## src/plc_pkg.sv

```systemverilog
package plc_pkg;

  // ******************************************************************
  // Sizes and counts
  // ******************************************************************
  localparam int DW         = 8;
  localparam int PLD_NUM    = 2;
  localparam int PLD_IN     = 12;
  localparam int PLD_PT     = 8;
  localparam int PLD_OUT    = 4;
  localparam int CFG_WORDS  = 8;
  localparam int CFG_AW     = 3;
  localparam int QUEUE_NUM  = 2;
  localparam int QUEUE_DEPTH = 4;
  localparam int COND_OUTS  = 6;
  localparam int COND_NUM   = 16;
  localparam int BUF_DEPTH  = 2;

  // ******************************************************************
  // Working register indices on the system bus port
  // ******************************************************************
  localparam logic [2:0] REG_ACC0 = 3'h0;
  localparam logic [2:0] REG_ACC1 = 3'h1;
  localparam logic [2:0] REG_OPD0 = 3'h2;
  localparam logic [2:0] REG_OPD1 = 3'h3;
  localparam logic [2:0] REG_Q0   = 3'h4;
  localparam logic [2:0] REG_Q1   = 3'h5;

  // ******************************************************************
  // Reset values
  // ******************************************************************
  localparam logic [7:0]  RST_DATA = 8'h00;
  localparam logic [15:0] RST_CFG  = 16'h0000;

  // ******************************************************************
  // Encodings and field layouts
  // ******************************************************************
  typedef enum logic [2:0] {
    ALU_INC, ALU_DEC, ALU_ADD, ALU_SUB, ALU_AND, ALU_OR, ALU_XOR, ALU_PASS
  } plc_alu_op_t;

  typedef enum logic [1:0] {SH_NONE, SH_LEFT, SH_RIGHT, SH_SWAP} plc_shift_t;

  // One dynamic configuration word, 16 bits
  typedef struct packed {
    logic        or_mask_en;
    logic        q1_act;
    logic        q0_act;
    logic        crc_mode;
    logic        tmux;
    logic        wr_acc;
    logic        dest_acc1;
    plc_shift_t  shift;
    logic [1:0]  srcb;
    logic [1:0]  srca;
    plc_alu_op_t op;
  } plc_cfg_word_t;

  // Static datapath setup
  typedef struct packed {
    logic [2:0]              msb;
    logic [7:0]              or_mask;
    logic [7:0]              poly;
    logic [1:0][7:0]         cmp_mask;
    logic [1:0][1:0]         cmp_pair;
    logic                    chain_cmp;
    logic [1:0]              q_out_mode;
    logic [1:0]              q_cap_alu;
    logic [1:0]              q_to_acc;
    logic                    stream_en;
    logic [5:0][3:0]         cond_sel;
  } plc_static_t;

  typedef struct packed {
    logic [7:0][11:0] true_sel;
    logic [7:0][11:0] comp_sel;
    logic [3:0][7:0]  or_sel;
    logic [3:0]       reg_out;
  } plc_pld_cfg_t;

  typedef struct packed {
    logic carry;
    logic shift;
    logic cmp_eq;
    logic cmp_lt;
  } plc_chain_t;

  typedef struct packed {
    logic [2:0] addr;
    logic       wr;
    logic       rd;
    logic [7:0] wdata;
  } plc_bus_req_t;

endpackage : plc_pkg

```

## src/plc_cell.sv

```systemverilog
`timescale 1ns/100ps
// What this block does
// - Two independent sum-of-products logic arrays sit beside one datapath.
// - Array inputs come from routing; each output registered or combinational.
// - Each array takes twelve inputs, all reaching all eight product terms.
// - A product term ANDs any chosen inputs, true or inverted each.
// - Each output ORs a chosen set of the same eight terms.
// - One 8-bit operation plus compares and conditions per clock.
// - Six working registers reachable by firmware or DMA during operation.
// - Accumulators are sources, sinks and compare inputs; operand regs sources, compare inputs and queue-load sinks.
// - Two four-byte queues load registers or capture results; bus interface.
// - Configuration memory holds eight 16-bit words, each a full function.
// - Routing address picks the active configuration word every cycle.
// - Eight operations: inc, dec, add, sub, and, or, xor, pass.
// - One of shift left, shift right or nibble swap, plus an OR mask applied independently.
// - Two masked comparators over selectable register pairings.
// - Zero, all-ones, overflow conditions; selected conditions drive routing.
// - Conditions chain to neighbour cells over dedicated links.
// - Programmable most significant bit for arithmetic and shifts, with masking.
// - One CRC or sequence step per clock for a programmable polynomial.
// - Wider CRC or sequence uses array logic or chaining to neighbours.
// - Each queue is an input or output buffer; its status is selectable.
// - Carry and shift-out are registered for reuse in later cycles.
module plc_cell #(
  parameter int QDEPTH = plc_pkg::QUEUE_DEPTH
) (
  input  wire logic                                clk,        // Clock
  input  wire logic                                rst,        // Sync reset
  input  wire logic                                cfg_we,     // Config write
  input  wire logic [plc_pkg::CFG_AW-1:0]          cfg_waddr,  // Config index
  input  wire plc_pkg::plc_cfg_word_t              cfg_wdata,  // Config word
  input  wire logic [plc_pkg::CFG_AW-1:0]          cfg_addr,   // Routed select
  input  wire plc_pkg::plc_static_t                dp_setup,   // Static setup
  input  wire plc_pkg::plc_pld_cfg_t [1:0]         pld_cfg,    // Array setup
  input  wire logic [1:0][plc_pkg::PLD_IN-1:0]     pld_in,     // Array inputs
  output logic [1:0][plc_pkg::PLD_OUT-1:0]         pld_out,    // Array outputs
  input  wire plc_pkg::plc_chain_t                 chain_in,   // From lower cell
  output plc_pkg::plc_chain_t                      chain_out,  // To upper cell
  output logic [plc_pkg::COND_OUTS-1:0]            cond_out,   // To routing
  input  wire plc_pkg::plc_bus_req_t               bus_req,    // Bus request
  output logic [plc_pkg::DW-1:0]                   bus_rdata,  // Read data
  output logic                                     st_valid,   // Result valid
  output logic [plc_pkg::DW-1:0]                   st_data,    // Result word
  input  wire logic                                st_ready    // Taker ready
);

  localparam int CW = $clog2(QDEPTH + 1);
  localparam logic [CW-1:0] QFULL = CW'(QDEPTH);
  localparam logic [1:0] BFULL = 2'(plc_pkg::BUF_DEPTH);

  // ******************************************************************
  // State
  // ******************************************************************
  typedef struct packed {
    logic [7:0]                   a0;
    logic [7:0]                   a1;
    logic [7:0]                   d0;
    logic [7:0]                   d1;
    logic [1:0][QDEPTH-1:0][7:0]  q;
    logic [1:0][CW-1:0]           qcnt;
    logic [7:0][15:0]             ram;
    logic                         carry;
    logic                         sout;
    logic [1:0][7:0]              bdat;
    logic [1:0]                   bcnt;
    logic                         bvalid;
    logic [1:0][3:0]              pld_reg;
    plc_pkg::plc_chain_t          chain;
    logic [5:0]                   cond;
    logic [7:0]                   rdata;
  } plc_state_t;

  plc_state_t s_ff;
  plc_state_t nxt_s;

  // ******************************************************************
  // Decode helpers
  // ******************************************************************
  function automatic logic [7:0] plc_pick(input logic [1:0] code,
                                          input plc_state_t st);
    case (code)
      2'h0:    plc_pick = st.a0;
      2'h1:    plc_pick = st.a1;
      2'h2:    plc_pick = st.d0;
      default: plc_pick = st.d1;
    endcase
  endfunction : plc_pick

  // Compare pairings: a0/d0, a1/d1, a0/a1, a0/d1
  function automatic logic [15:0] plc_pair(input logic [1:0] code,
                                           input plc_state_t st);
    case (code)
      2'h0:    plc_pair = {st.a0, st.d0};
      2'h1:    plc_pair = {st.a1, st.d1};
      2'h2:    plc_pair = {st.a0, st.a1};
      default: plc_pair = {st.a0, st.d1};
    endcase
  endfunction : plc_pair

  // ******************************************************************
  // Logic arrays
  // ******************************************************************
  logic [1:0][7:0] pt;
  logic [1:0][3:0] sop;

  for (genvar g = 0; g < plc_pkg::PLD_NUM; g++)
  begin : g_pld
    for (genvar p = 0; p < plc_pkg::PLD_PT; p++)
    begin : g_pt
      // A term with no input selected stays true; tools leave it unused
      assign pt[g][p] = &(pld_in[g] | ~pld_cfg[g].true_sel[p]) &
                        &(~pld_in[g] | ~pld_cfg[g].comp_sel[p]);
    end
    for (genvar o = 0; o < plc_pkg::PLD_OUT; o++)
    begin : g_out
      assign sop[g][o] = |(pt[g] & pld_cfg[g].or_sel[o]);
      // Combinational mode bypasses the flop on purpose
      assign pld_out[g][o] = pld_cfg[g].reg_out[o] ? s_ff.pld_reg[g][o]
                                                   : sop[g][o];
    end
  end

  // ******************************************************************
  // Datapath
  // ******************************************************************
  plc_pkg::plc_cfg_word_t cw;
  logic [7:0]      srca, srcb, am, bm, bx, wm, r, sh, res;
  logic [8:0]      sum;
  logic [3:0]      cidx;
  logic            cin, sin, carry_n, sout_n, ovf, fb, zero, ones;
  logic [1:0]      eq, lt, q_empty, q_full, push, pop;
  logic [1:0][7:0] pdata;
  logic [15:0]     xy, condv;
  logic            want_push, stall, go, bpop;

  always_comb
  begin
    nxt_s = s_ff;
    cw = plc_pkg::plc_cfg_word_t'(s_ff.ram[cfg_addr]);
    wm = 8'((9'h002 << dp_setup.msb) - 9'h001);
    cin = cw.tmux ? s_ff.carry : chain_in.carry;
    sin = cw.tmux ? s_ff.sout : chain_in.shift;
    srca = plc_pick(cw.srca, s_ff);
    srcb = plc_pick(cw.srcb ^ 2'h2, s_ff);
    am = srca & wm;
    bm = srcb & wm;
    bx = 8'h00;
    case (cw.op)
      plc_pkg::ALU_INC:
      begin
        sum = {1'b0, am} + 9'h001;
        bx = 8'h01;
      end
      plc_pkg::ALU_DEC:
      begin
        sum = {1'b0, am} - 9'h001;
        bx = 8'hFE;
      end
      plc_pkg::ALU_ADD:
      begin
        sum = {1'b0, am} + {1'b0, bm} + {8'h00, cin};
        bx = bm;
      end
      plc_pkg::ALU_SUB:
      begin
        sum = {1'b0, am} - {1'b0, bm} - {8'h00, cin};
        bx = ~bm;
      end
      plc_pkg::ALU_AND: sum = {1'b0, am & bm};
      plc_pkg::ALU_OR:  sum = {1'b0, am | bm};
      plc_pkg::ALU_XOR: sum = {1'b0, am ^ bm};
      default:          sum = {1'b0, am};
    endcase
    cidx = {1'b0, dp_setup.msb} + 4'h1;
    carry_n = sum[cidx];
    r = sum[7:0];
    ovf = (cw.op inside {plc_pkg::ALU_INC, plc_pkg::ALU_DEC,
                         plc_pkg::ALU_ADD, plc_pkg::ALU_SUB}) &&
          (am[dp_setup.msb] == bx[dp_setup.msb]) &&
          (r[dp_setup.msb] != am[dp_setup.msb]);
    sout_n = 1'b0;
    fb = 1'b0;
    case (cw.shift)
      plc_pkg::SH_LEFT:
      begin
        sh = {r[6:0], sin};
        sout_n = r[dp_setup.msb];
      end
      plc_pkg::SH_RIGHT:
      begin
        sh = (r >> 1) | ({7'h00, sin} << dp_setup.msb);
        sout_n = r[0];
      end
      plc_pkg::SH_SWAP: sh = {r[3:0], r[7:4]};
      default:          sh = r;
    endcase
    if (cw.crc_mode)
    begin
      // Feedback enters from the neighbour so wider codes chain
      fb = am[dp_setup.msb] ^ sin;
      sh = {am[6:0], 1'b0} ^ (fb ? dp_setup.poly : 8'h00);
      sout_n = fb;
      carry_n = 1'b0;
    end
    if (cw.or_mask_en)
      sh = sh | dp_setup.or_mask;
    res = sh & wm;
    zero = (res == 8'h00);
    ones = (res == wm);

    for (int c = 0; c < 2; c++)
    begin
      xy = plc_pair(dp_setup.cmp_pair[c], s_ff);
      eq[c] = (xy[15:8] & dp_setup.cmp_mask[c]) ==
              (xy[7:0] & dp_setup.cmp_mask[c]);
      lt[c] = (xy[15:8] & dp_setup.cmp_mask[c]) <
              (xy[7:0] & dp_setup.cmp_mask[c]);
    end
    if (dp_setup.chain_cmp)
    begin
      lt[0] = lt[0] | (eq[0] & chain_in.cmp_lt);
      eq[0] = eq[0] & chain_in.cmp_eq;
    end

    for (int i = 0; i < 2; i++)
    begin
      q_empty[i] = (s_ff.qcnt[i] == '0);
      q_full[i] = (s_ff.qcnt[i] == QFULL);
    end

    // Result stream: the datapath waits rather than drop a word
    want_push = dp_setup.stream_en && cw.wr_acc;
    stall = want_push && (s_ff.bcnt == BFULL);
    go = !stall;
    bpop = s_ff.bvalid && st_ready;

    push = 2'b00;
    pop = 2'b00;
    pdata = '0;
    if (go)
    begin
      if (cw.wr_acc)
      begin
        if (cw.dest_acc1)
          nxt_s.a1 = res;
        else
          nxt_s.a0 = res;
      end
      nxt_s.carry = carry_n;
      nxt_s.sout = sout_n;
      for (int i = 0; i < 2; i++)
      begin
        if ((i == 0) ? cw.q0_act : cw.q1_act)
        begin
          if (dp_setup.q_out_mode[i])
          begin
            push[i] = !q_full[i];
            pdata[i] = dp_setup.q_cap_alu[i] ? res : plc_pick(2'(i), s_ff);
          end
          else if (!q_empty[i])
          begin
            pop[i] = 1'b1;
            if (dp_setup.q_to_acc[i] && i == 0)
              nxt_s.a0 = s_ff.q[i][0];
            else if (dp_setup.q_to_acc[i])
              nxt_s.a1 = s_ff.q[i][0];
            else if (i == 0)
              nxt_s.d0 = s_ff.q[i][0];
            else
              nxt_s.d1 = s_ff.q[i][0];
          end
        end
      end
    end

    // System bus: writes win over the datapath in the same cycle
    nxt_s.rdata = plc_pkg::RST_DATA;
    if (bus_req.wr)
    begin
      case (bus_req.addr)
        plc_pkg::REG_ACC0: nxt_s.a0 = bus_req.wdata;
        plc_pkg::REG_ACC1: nxt_s.a1 = bus_req.wdata;
        plc_pkg::REG_OPD0: nxt_s.d0 = bus_req.wdata;
        plc_pkg::REG_OPD1: nxt_s.d1 = bus_req.wdata;
        plc_pkg::REG_Q0, plc_pkg::REG_Q1:
        begin
          if (!dp_setup.q_out_mode[bus_req.addr[0]] &&
              !q_full[bus_req.addr[0]])
          begin
            push[bus_req.addr[0]] = 1'b1;
            pdata[bus_req.addr[0]] = bus_req.wdata;
          end
        end
        default: ;
      endcase
    end
    if (bus_req.rd)
    begin
      case (bus_req.addr)
        plc_pkg::REG_ACC0: nxt_s.rdata = s_ff.a0;
        plc_pkg::REG_ACC1: nxt_s.rdata = s_ff.a1;
        plc_pkg::REG_OPD0: nxt_s.rdata = s_ff.d0;
        plc_pkg::REG_OPD1: nxt_s.rdata = s_ff.d1;
        plc_pkg::REG_Q0, plc_pkg::REG_Q1:
        begin
          if (dp_setup.q_out_mode[bus_req.addr[0]] &&
              !q_empty[bus_req.addr[0]])
          begin
            pop[bus_req.addr[0]] = 1'b1;
            nxt_s.rdata = s_ff.q[bus_req.addr[0]][0];
          end
        end
        default: ;
      endcase
    end

    // Queues keep the head at entry 0; a pop shifts the rest down
    for (int i = 0; i < 2; i++)
    begin
      if (pop[i])
      begin
        for (int k = 0; k < QDEPTH - 1; k++)
          nxt_s.q[i][k] = s_ff.q[i][k+1];
      end
      if (push[i])
        nxt_s.q[i][s_ff.qcnt[i] - CW'(pop[i])] = pdata[i];
      nxt_s.qcnt[i] = s_ff.qcnt[i] + CW'(push[i]) - CW'(pop[i]);
    end

    if (bpop)
      nxt_s.bdat[0] = s_ff.bdat[1];
    if (go && want_push)
      nxt_s.bdat[s_ff.bcnt - 2'(bpop)] = res;
    nxt_s.bcnt = s_ff.bcnt + 2'(go && want_push) - 2'(bpop);
    nxt_s.bvalid = (nxt_s.bcnt != 2'h0);

    if (cfg_we)
      nxt_s.ram[cfg_waddr] = cfg_wdata;

    nxt_s.pld_reg = sop;

    condv = {3'h0, q_full[1], q_empty[1], q_full[0], q_empty[0],
             sout_n, carry_n, ovf, ones, zero, lt[1], eq[1], lt[0], eq[0]};
    for (int k = 0; k < plc_pkg::COND_OUTS; k++)
      nxt_s.cond[k] = condv[dp_setup.cond_sel[k]];
    nxt_s.chain = '{carry: carry_n, shift: sout_n,
                    cmp_eq: eq[0], cmp_lt: lt[0]};
  end

  // ******************************************************************
  // Registers
  // ******************************************************************
  always_ff @(posedge clk)
  begin
    if (rst)
    begin
      s_ff <= '0;
    end
    else
    begin
      s_ff <= nxt_s;
    end
  end

  assign chain_out = s_ff.chain;
  assign cond_out = s_ff.cond;
  assign bus_rdata = s_ff.rdata;
  assign st_valid = s_ff.bvalid;
  assign st_data = s_ff.bdat[0];

endmodule : plc_cell

```

## config.mk

```make
export PLATFORM = sky130hd
export DESIGN_NAME = plc_cell
export DESIGN_NICKNAME = d
export VERILOG_FILES = /design/src/plc_pkg.sv /design/src/plc_cell.sv
export SDC_FILE = /design/constraint.sdc
export NUM_CORES = 1
export LEC_CHECK = 0
export BUFFER_PORTS_ARGS = -buffer_cell sky130_fd_sc_hd__clkbuf_2
export CORE_AREA = 2 2 246 248
export DETAILED_ROUTE_END_ITERATION = 10
export DIE_AREA = 0 0 248 250
export PLACE_DENSITY = 0.62
export REMOVE_ABC_BUFFERS = 1
export SLEW_MARGIN = 10
export SYNTH_ARGS = -nofsm -noshare
export SYNTH_HDL_FRONTEND = slang
export SYNTH_SLANG_ARGS = --single-unit
```

## constraint.sdc

```tcl
create_clock -name clk -period 19.8 [get_ports clk]
set_input_delay 1.98 -clock clk [delete_from_list [all_inputs] [get_ports clk]]
set_output_delay 1.98 -clock clk [all_outputs]
set_load 0.02 [all_outputs]
```

==> results.md, run 1 <==
* Synth Area in Adders at 4.71%
* Initial core utilization at 36.7%
* XOR/XNOR Fraction of Synth Area at 0.922%
* Setup TNS at 0 ns
* Avg Inst Size Synth at 7.97 um2
* Root Driver: clkbuf_16
* Iteration-0 DRC Markers at 3045
* FF-to-FF path depth at 16
* Seq/Total Area, Yosys at 25.4%
* Critical path required time at 20.25 ns
* CP Class: in2reg
* Max Freq at 0.114 GHz
* Synth Register Bits at 277
* 1st-pass router iterations at 7
* Routed WL per cell at 31.9 um
* Worst-margin pin slew at 1.39 ns
* Cts bufs inserted at 34
* Mapped cell area at 21900 um2
* WL final at 129000 um
* Ys Warns at 0
* CP endpoint: s_ff[183]
* Critical path depth at 18
* Rel. slew slack at 6.80%
* Hold_buf cts at 0
* Minimum clock period at 8.76 ns
* Multiplexer share of the synthesized area at 13.5%
* Slowest-stage cell, CP: nor3_1
* Leakage power at 10.8 nW
* Die Wd at 248 um
* Share of layout cells above drive strength 1 at 26.0%
* # Post-CTS Setup Buffers at 0
* Fin crit share at 44.2%
* Critical R2R Launch: s_ff[146]
* Die footprint at 62000 um2
* Total Power at 0.00162 W
* TritonCTS clock tree: yes
* FFs w/ async S/R, synth at 0%
* DP Worst Slack at 10.68 ns
* Final ANT Viol Nets at 0
* Worst path bufs/invs at 3
* Post-synth top cells: nand2_1, dfxtp_1, a21oi_1
* Initial antenna violation count at 41
* Post_cts resized at 0
* Fillers at 6276
* Vias per cell at 6.23
* Worst path cell trace: clkbuf_2, buf_4, mux4_1, mux2i_4, mux4_2, nor2_2, inv_2, fa_1, or3_1, a311oi_1, a2bb2oi_1, o32a_1, o21ai_0, nor3_1, mux2i_1, nor2_1, a21oi_1, a211oi_1
* Yosys cell types at 105
* CP arrival at 9.21 ns
* Top-Level Pins at 629
* Residual DRC at 0
* # H-tree levels at 2
* Vias at 25300
* CP Capture Type: flop
* HPWL after detailed placement at 101000 um
* Setup crit start kind: primary input
* Global-route wire length before repair at 177000 um
* CP delay by family, top: simple AND/OR/NAND/NOR gates
* Number of max-cap violations at 0
* Multi-input logic area at 14900 um2
* Ys flop type: dfxtp_1
* Worst R2R End: s_ff[183]
* Net count, final at 3899
* Largest net degree at the start of global routing at 191
* Reg2Reg Setup Slack at 13.02 ns
* Vias in the first global route at 23400
* Sequential Area at 5550 um2
* Final Skew at 0.0343 ns
* Synth Area in Simple Gates at 20.4%
* Overflow after GRT at 0
* Area Overhead vs Synth at 21.2%
* Unrepaired setup endpoints after global routing: false
* CP peak stage delay at 1.09 ns
* Die Height at 250 um
* Cell with the most instances after synthesis: nand2_1
* Largest family of logic cells by synthesized area: compound AO/OA/AOI/OAI gates
* Placer Congestion at 1.12
* Core ar. at 59600 um2
* GRT Util Overall at 40.4%
* Peak VDD IR at 0.0566 mV
* Worst Path Max Fanout at 40
* Crit path from: cfg_addr[0]
* Setup violators final at 0
* Core Util, Final at 44.5%
* Max-slew violations at 0
* Final worst slack at 11.04 ns
* Hold Path Class: reg2reg
* CTS clk-pin slew, worst paths at 0.06 ns
* Post-Syn Instances at 2743
* Cell row count at 90
* PortBufs at 628
* PD cells at 61.3 nW/um2
* Synth area leader: dfxtp_1
* Hold slack at 0.453 ns
* Worst-Skew Late Latency at 0.57 ns
* Ranking of synthesized cells by area: dfxtp_1, nand2_1, mux4_2
* Status: finished clean
* Clock sink count at 277
* Yosys top cell area share at 25.4%
* Post-synthesis compound-gate area fraction at 28.2%
* Worst-case clock buffer depth at 3
* Hold Vio Cnt, Final at 0
* EDFF count, synth at 0
worst register-to-register path, stage by stage (launching register included):
cell and delay (ns):
dfxtp_1 0.32, mux4_1 0.54, mux2i_4 0.48, mux4_2 0.62
nor2_2 0.43, inv_2 0.13, fa_1 0.49, or3_1 0.38
a311oi_1 0.28, a2bb2oi_1 0.81, o32a_1 0.24, o21ai_0 0.16
nor3_1 1.09, mux2i_1 0.19, nor2_1 0.14, a21oi_1 0.10
a211oi_1 0.26
worst min path at each step:
stage,startpoint,to,slack [ns],depth (start not counted)
detailed placement,s_ff[63],s_ff[63],0.44,2
global route,s_ff[113],s_ff[113],0.47,2
finish,s_ff[63],s_ff[63],0.45,2
floorplan,s_ff[46],s_ff[46],0.42,2
global placement,s_ff[122],s_ff[122],0.44,2
CTS,s_ff[63],s_ff[63],0.45,2
power breakdown:
part | total, W | switching [W] | internal [W]
combinational | 0.000411 | 0.000261 | 0.000149
clock | 0.000623 | 0.000270 | 0.000352
sequential | 0.000590 | 0.0000177 | 0.000572
total | 0.00162 | 0.000549 | 0.00107
cell type report:
cell class	instances	share of cell area [%]
antenna	25	0.236
clock buffer	44	3.54
clock inverter	15	0.605
inverter	141	2.00
multi-input combinational	2116	56.2
sequential	277	20.9
tap	782	3.69
timing repair buffer	657	12.8
sequential cells by signal (all words and copies together) (netlist names):
signal	cells
st_data	8
bus_rdata	8
s_ff	250
st_valid	1
chain_out	4
cond_out	6
metrics by stage:
| stage | cells | area, um2 |
|---|---|---|
| floorplan | 2534 | 20900 |
| global placement | 3973 | 25300 |
| detailed placement | 3973 | 25300 |
| CTS | 4032 | 26400 |
| global route | 4049 | 26500 |
| finish | 4057 | 26500 |
layer usage:
layer	track usage [%]	share of wire (%)	vias up
met4	26.2	7.4	26
li1	-	-	11200
met5	0	0.13	-
met3	18.3	14	349
met2	57.2	41	1682
met1	49.1	37	12000
kinds of logic after synthesis:
kind of cell | count (synthesis)
flip-flops | 277
multiplexers | 208
buffers and inverters | 350
AND/OR/NAND/NOR | 958
adder cells (fa/ha/maj) | 78
AO/OA/AOI/OAI | 849
XOR/XNOR | 23
layout by cell type (no fill, tap or decap), drive strengths merged, types with 17 or more instances in the layout:
master    n
clkbuf  672
nand2   447
dfxtp   277
a21oi   193
nor2    186
inv     139
a211oi  134
mux2i   119
a221oi   88
a22o     83
o21ai    74
nor2b    71
ha       71
a22oi    62
mux4     62
nand3    50
and2     38
nor3     36
nand4    30
buf      29
mux2     27
diode    25
o22ai    20
a31oi    18
xnor2    17
nor4     17
No activity file was read; power rests on OpenSTA's default activity.
==> run 2: changes to the inputs <==
==> constraint.sdc (replaced) <==
create_clock -name clk -period 8.6 [get_ports clk]
set_input_delay 0.86 -clock clk [delete_from_list [all_inputs] [get_ports clk]]
set_output_delay 0.86 -clock clk [all_outputs]
set_load 0.02 [all_outputs]
==> results.md, run 2 (same netlist as run 1, synthesis figures left out) <==
* Status: finished clean (unchanged)
* Worst path cell trace: clkbuf_2, mux4_1, mux2i_4, mux4_1, nand2_2, ha_1, inv_1, ha_1, a21boi_0, o211ai_1, a21boi_0, and3b_1, a211o_1, o22ai_1, a21oi_1, a221o_2, o31a_1, mux2i_1, a2bb2oi_1, a211oi_1 (was clkbuf_2, buf_4, mux4_1, mux2i_4, mux4_2, nor2_2, inv_2, fa_1, or3_1, a311oi_1, a2bb2oi_1, o32a_1, o21ai_0, nor3_1, mux2i_1, nor2_1, a21oi_1, a211oi_1)
* Die footprint at 62000 um2 (unchanged)
* Cts bufs inserted at 31 (was 34)
* Post_cts resized at 0 (unchanged)
* PD cells at 138 nW/um2 (was 61.3 nW/um2)
* Slowest-stage cell, CP: mux4_1 (was nor3_1)
* Reg2Reg Setup Slack at 1.94 ns (was 13.02 ns)
* Max reg flops at 250 (unchanged)
* Max-slew violations at 0 (unchanged)
* HPWL after detailed placement at 102000 um (was 101000 um)
* Clock power frac at 36.9% (was 38.4%)
* Iteration-0 DRC Markers at 2880 (was 3045)
* Initial core utilization at 36.7% (unchanged)
* Worst-Skew Late Latency at 0.61 ns (was 0.57 ns)
* Routed WL per cell at 31.6 um (was 31.9 um)
* Hold path depth at 2 (unchanged)
* Most common cell after layout, fill and taps aside: clkbuf_2 (unchanged)
* Vias at 25300 (about the same)
* CP peak stage delay at 0.69 ns (was 1.09 ns)
* Leakage power at 10.8 nW (about the same)
* Switching share of power at 33.2% (was 33.8%)
* WHS Endpoint: s_ff[173] (was s_ff[63])
* Top-Level Pins at 629 (unchanged)
* Hold Path Class: reg2reg (unchanged)
* Initial antenna violation count at 44 (was 41)
* WL final at 129000 um (about the same)
* Die Height at 250 um (unchanged)
* Combinational power share at 25.9% (was 25.3%)
* Root Driver: clkbuf_16 (unchanged)
* Met2 Usage GRT at 56.4% (was 57.2%)
* Die Wd at 248 um (unchanged)
* Reg power frac at 37.2% (was 36.4%)
* Worst R2R End: s_ff[219] (was s_ff[183])
* Psw at 0.00121 W (was 0.000549 W)
* Most flops, register: s_ff (unchanged)
* Fillers at 6137 (was 6276)
* Worst-margin pin slew at 1.27 ns (was 1.39 ns)
* Critical path required time at 9.05 ns (was 20.25 ns)
* Minimum clock period at 7.19 ns
* Fin crit share at 83.6%
* Area Overhead vs Synth at 21.2% (about the same)
* PortBufs at 628 (unchanged)
* M1 GR Usage at 49.5% (was 49.1%)
* Number of max-cap violations at 0 (unchanged)
* # H-tree levels at 1 (was 2)
* Worst-case clock buffer depth at 3 (unchanged)
* Internal at 0.00244 W (was 0.00107 W)
* Final Skew at 0.0393 ns (was 0.0343 ns)
* Leading cell types in the layout, fill and taps excluded: clkbuf_2, nand2_1, dfxtp_1 (unchanged)
* Cell row count at 90 (unchanged)
* Core ar. at 59600 um2 (unchanged)
* Hold Crit Start: s_ff[173] (was s_ff[63])
* Hold Vio Cnt, Final at 0 (unchanged)
* Overflow after GRT at 0 (unchanged)
* Clock sink count at 277 (unchanged)
* TritonCTS clock tree: yes (unchanged)
* Max Freq at 0.139 GHz
* Rel. slew slack at 15.1% (was 6.80%)
* FF-to-FF path depth at 19 (was 16)
* Busiest grt layer: met2 (unchanged)
* Crit path from: cfg_addr[0] (unchanged)
* CP Class: in2reg (unchanged)
* DP Worst Slack at 0.922 ns (was 10.68 ns)
* CP Capture Type: flop (unchanged)
* CTS clk-pin slew, worst paths at 0.06 ns (about the same)
* CP arrival at 7.63 ns (was 9.21 ns)
* Final ANT Viol Nets at 0 (unchanged)
* Critical R2R Launch: s_ff[98] (was s_ff[146])
* Met3 GRT Util at 16.1% (was 18.3%)
* Peak VDD IR at 0.121 mV (was 0.0566 mV)
* Hold_buf cts at 0 (unchanged)
* Setup violators final at 0 (unchanged)
* Final worst slack at 1.41 ns (was 11.04 ns)
* 1st-pass router iterations at 6 (was 7)
* Net count, final at 3909 (was 3899)
* Largest net degree at the start of global routing at 202 (was 191)
* Setup TNS at 0 ns (unchanged)
* Worst Path Max Fanout at 14 (was 40)
* Global-route wire length before repair at 175000 um (was 177000 um)
* Placer Congestion at 1.06 (was 1.12)
* GRT Util Overall at 40.1% (was 40.4%)
* Residual DRC at 0 (unchanged)
* Setup crit start kind: primary input (unchanged)
* Vias per cell at 6.21 (was 6.23)
* Vias in the first global route at 23000 (was 23400)
* Unrepaired setup endpoints after global routing: false (unchanged)
* # Post-CTS Setup Buffers at 0 (unchanged)
* Share of layout cells above drive strength 1 at 26.1% (was 26.0%)
run 2: cell type report:
class	count	area, um2	share of cell area, %
clock buffers	44	895	3.38
multi-input cells	2116	14900	56.2
well taps	782	978	3.69
clock inverters	9	108	0.406
inverters	141	529	2.00
repair buffers	670	3480	13.1
flip-flops and latches	277	5550	20.9
diodes	28	70.1	0.265
run 2: layer usage:
metal / part of all wire (%) / vias to the layer above
met4: 8.1 / 22
li1: - / 11200
met1: 38 / 12000
met3: 13 / 388
met2: 41 / 1672
met5: 0.12 / -
run 2: power by group through the flow:
stage               clock network (W)  registers, W  logic (W)
floorplan                           0       0.00138   0.000410
finish                        0.00135       0.00136   0.000947
global route                  0.00140       0.00136   0.000989
CTS                           0.00136       0.00136   0.000907
global placement                    0       0.00138   0.000903
detailed placement                  0       0.00138   0.000902
run 2: worst max-delay path: cells and delay by family:
| kind | cells | cell delay, ns |
|---|---|---|
| adder cells (fa/ha/maj) | 2 | 0.72 |
| AND/OR/NAND/NOR | 2 | 0.46 |
| AO/OA/AOI/OAI | 10 | 2.99 |
| multiplexers | 4 | 2.09 |
| buffers and inverters | 2 | 0.50 |
run 2: worst max path at each step:
stage,end,cells past startpoint
finish,s_ff[219],20
global route,s_ff[227],20
CTS,s_ff[219],20
detailed placement,s_ff[227],20
global placement,s_ff[227],20
floorplan,s_ff[208],11
run 2: metrics by stage:
step	hold WS, ns	total power, W	instances	util [%]	cell area, um2
floorplan	0.423	0.00179	2534	-	20900
global placement	0.438	0.00229	3986	42.7	25400
detailed placement	0.443	0.00229	3986	42.7	25400
CTS	0.451	0.00362	4039	44.3	26400
global route	0.464	0.00375	4053	44.4	26500
finish	0.451	0.00365	4067	44.5	26500
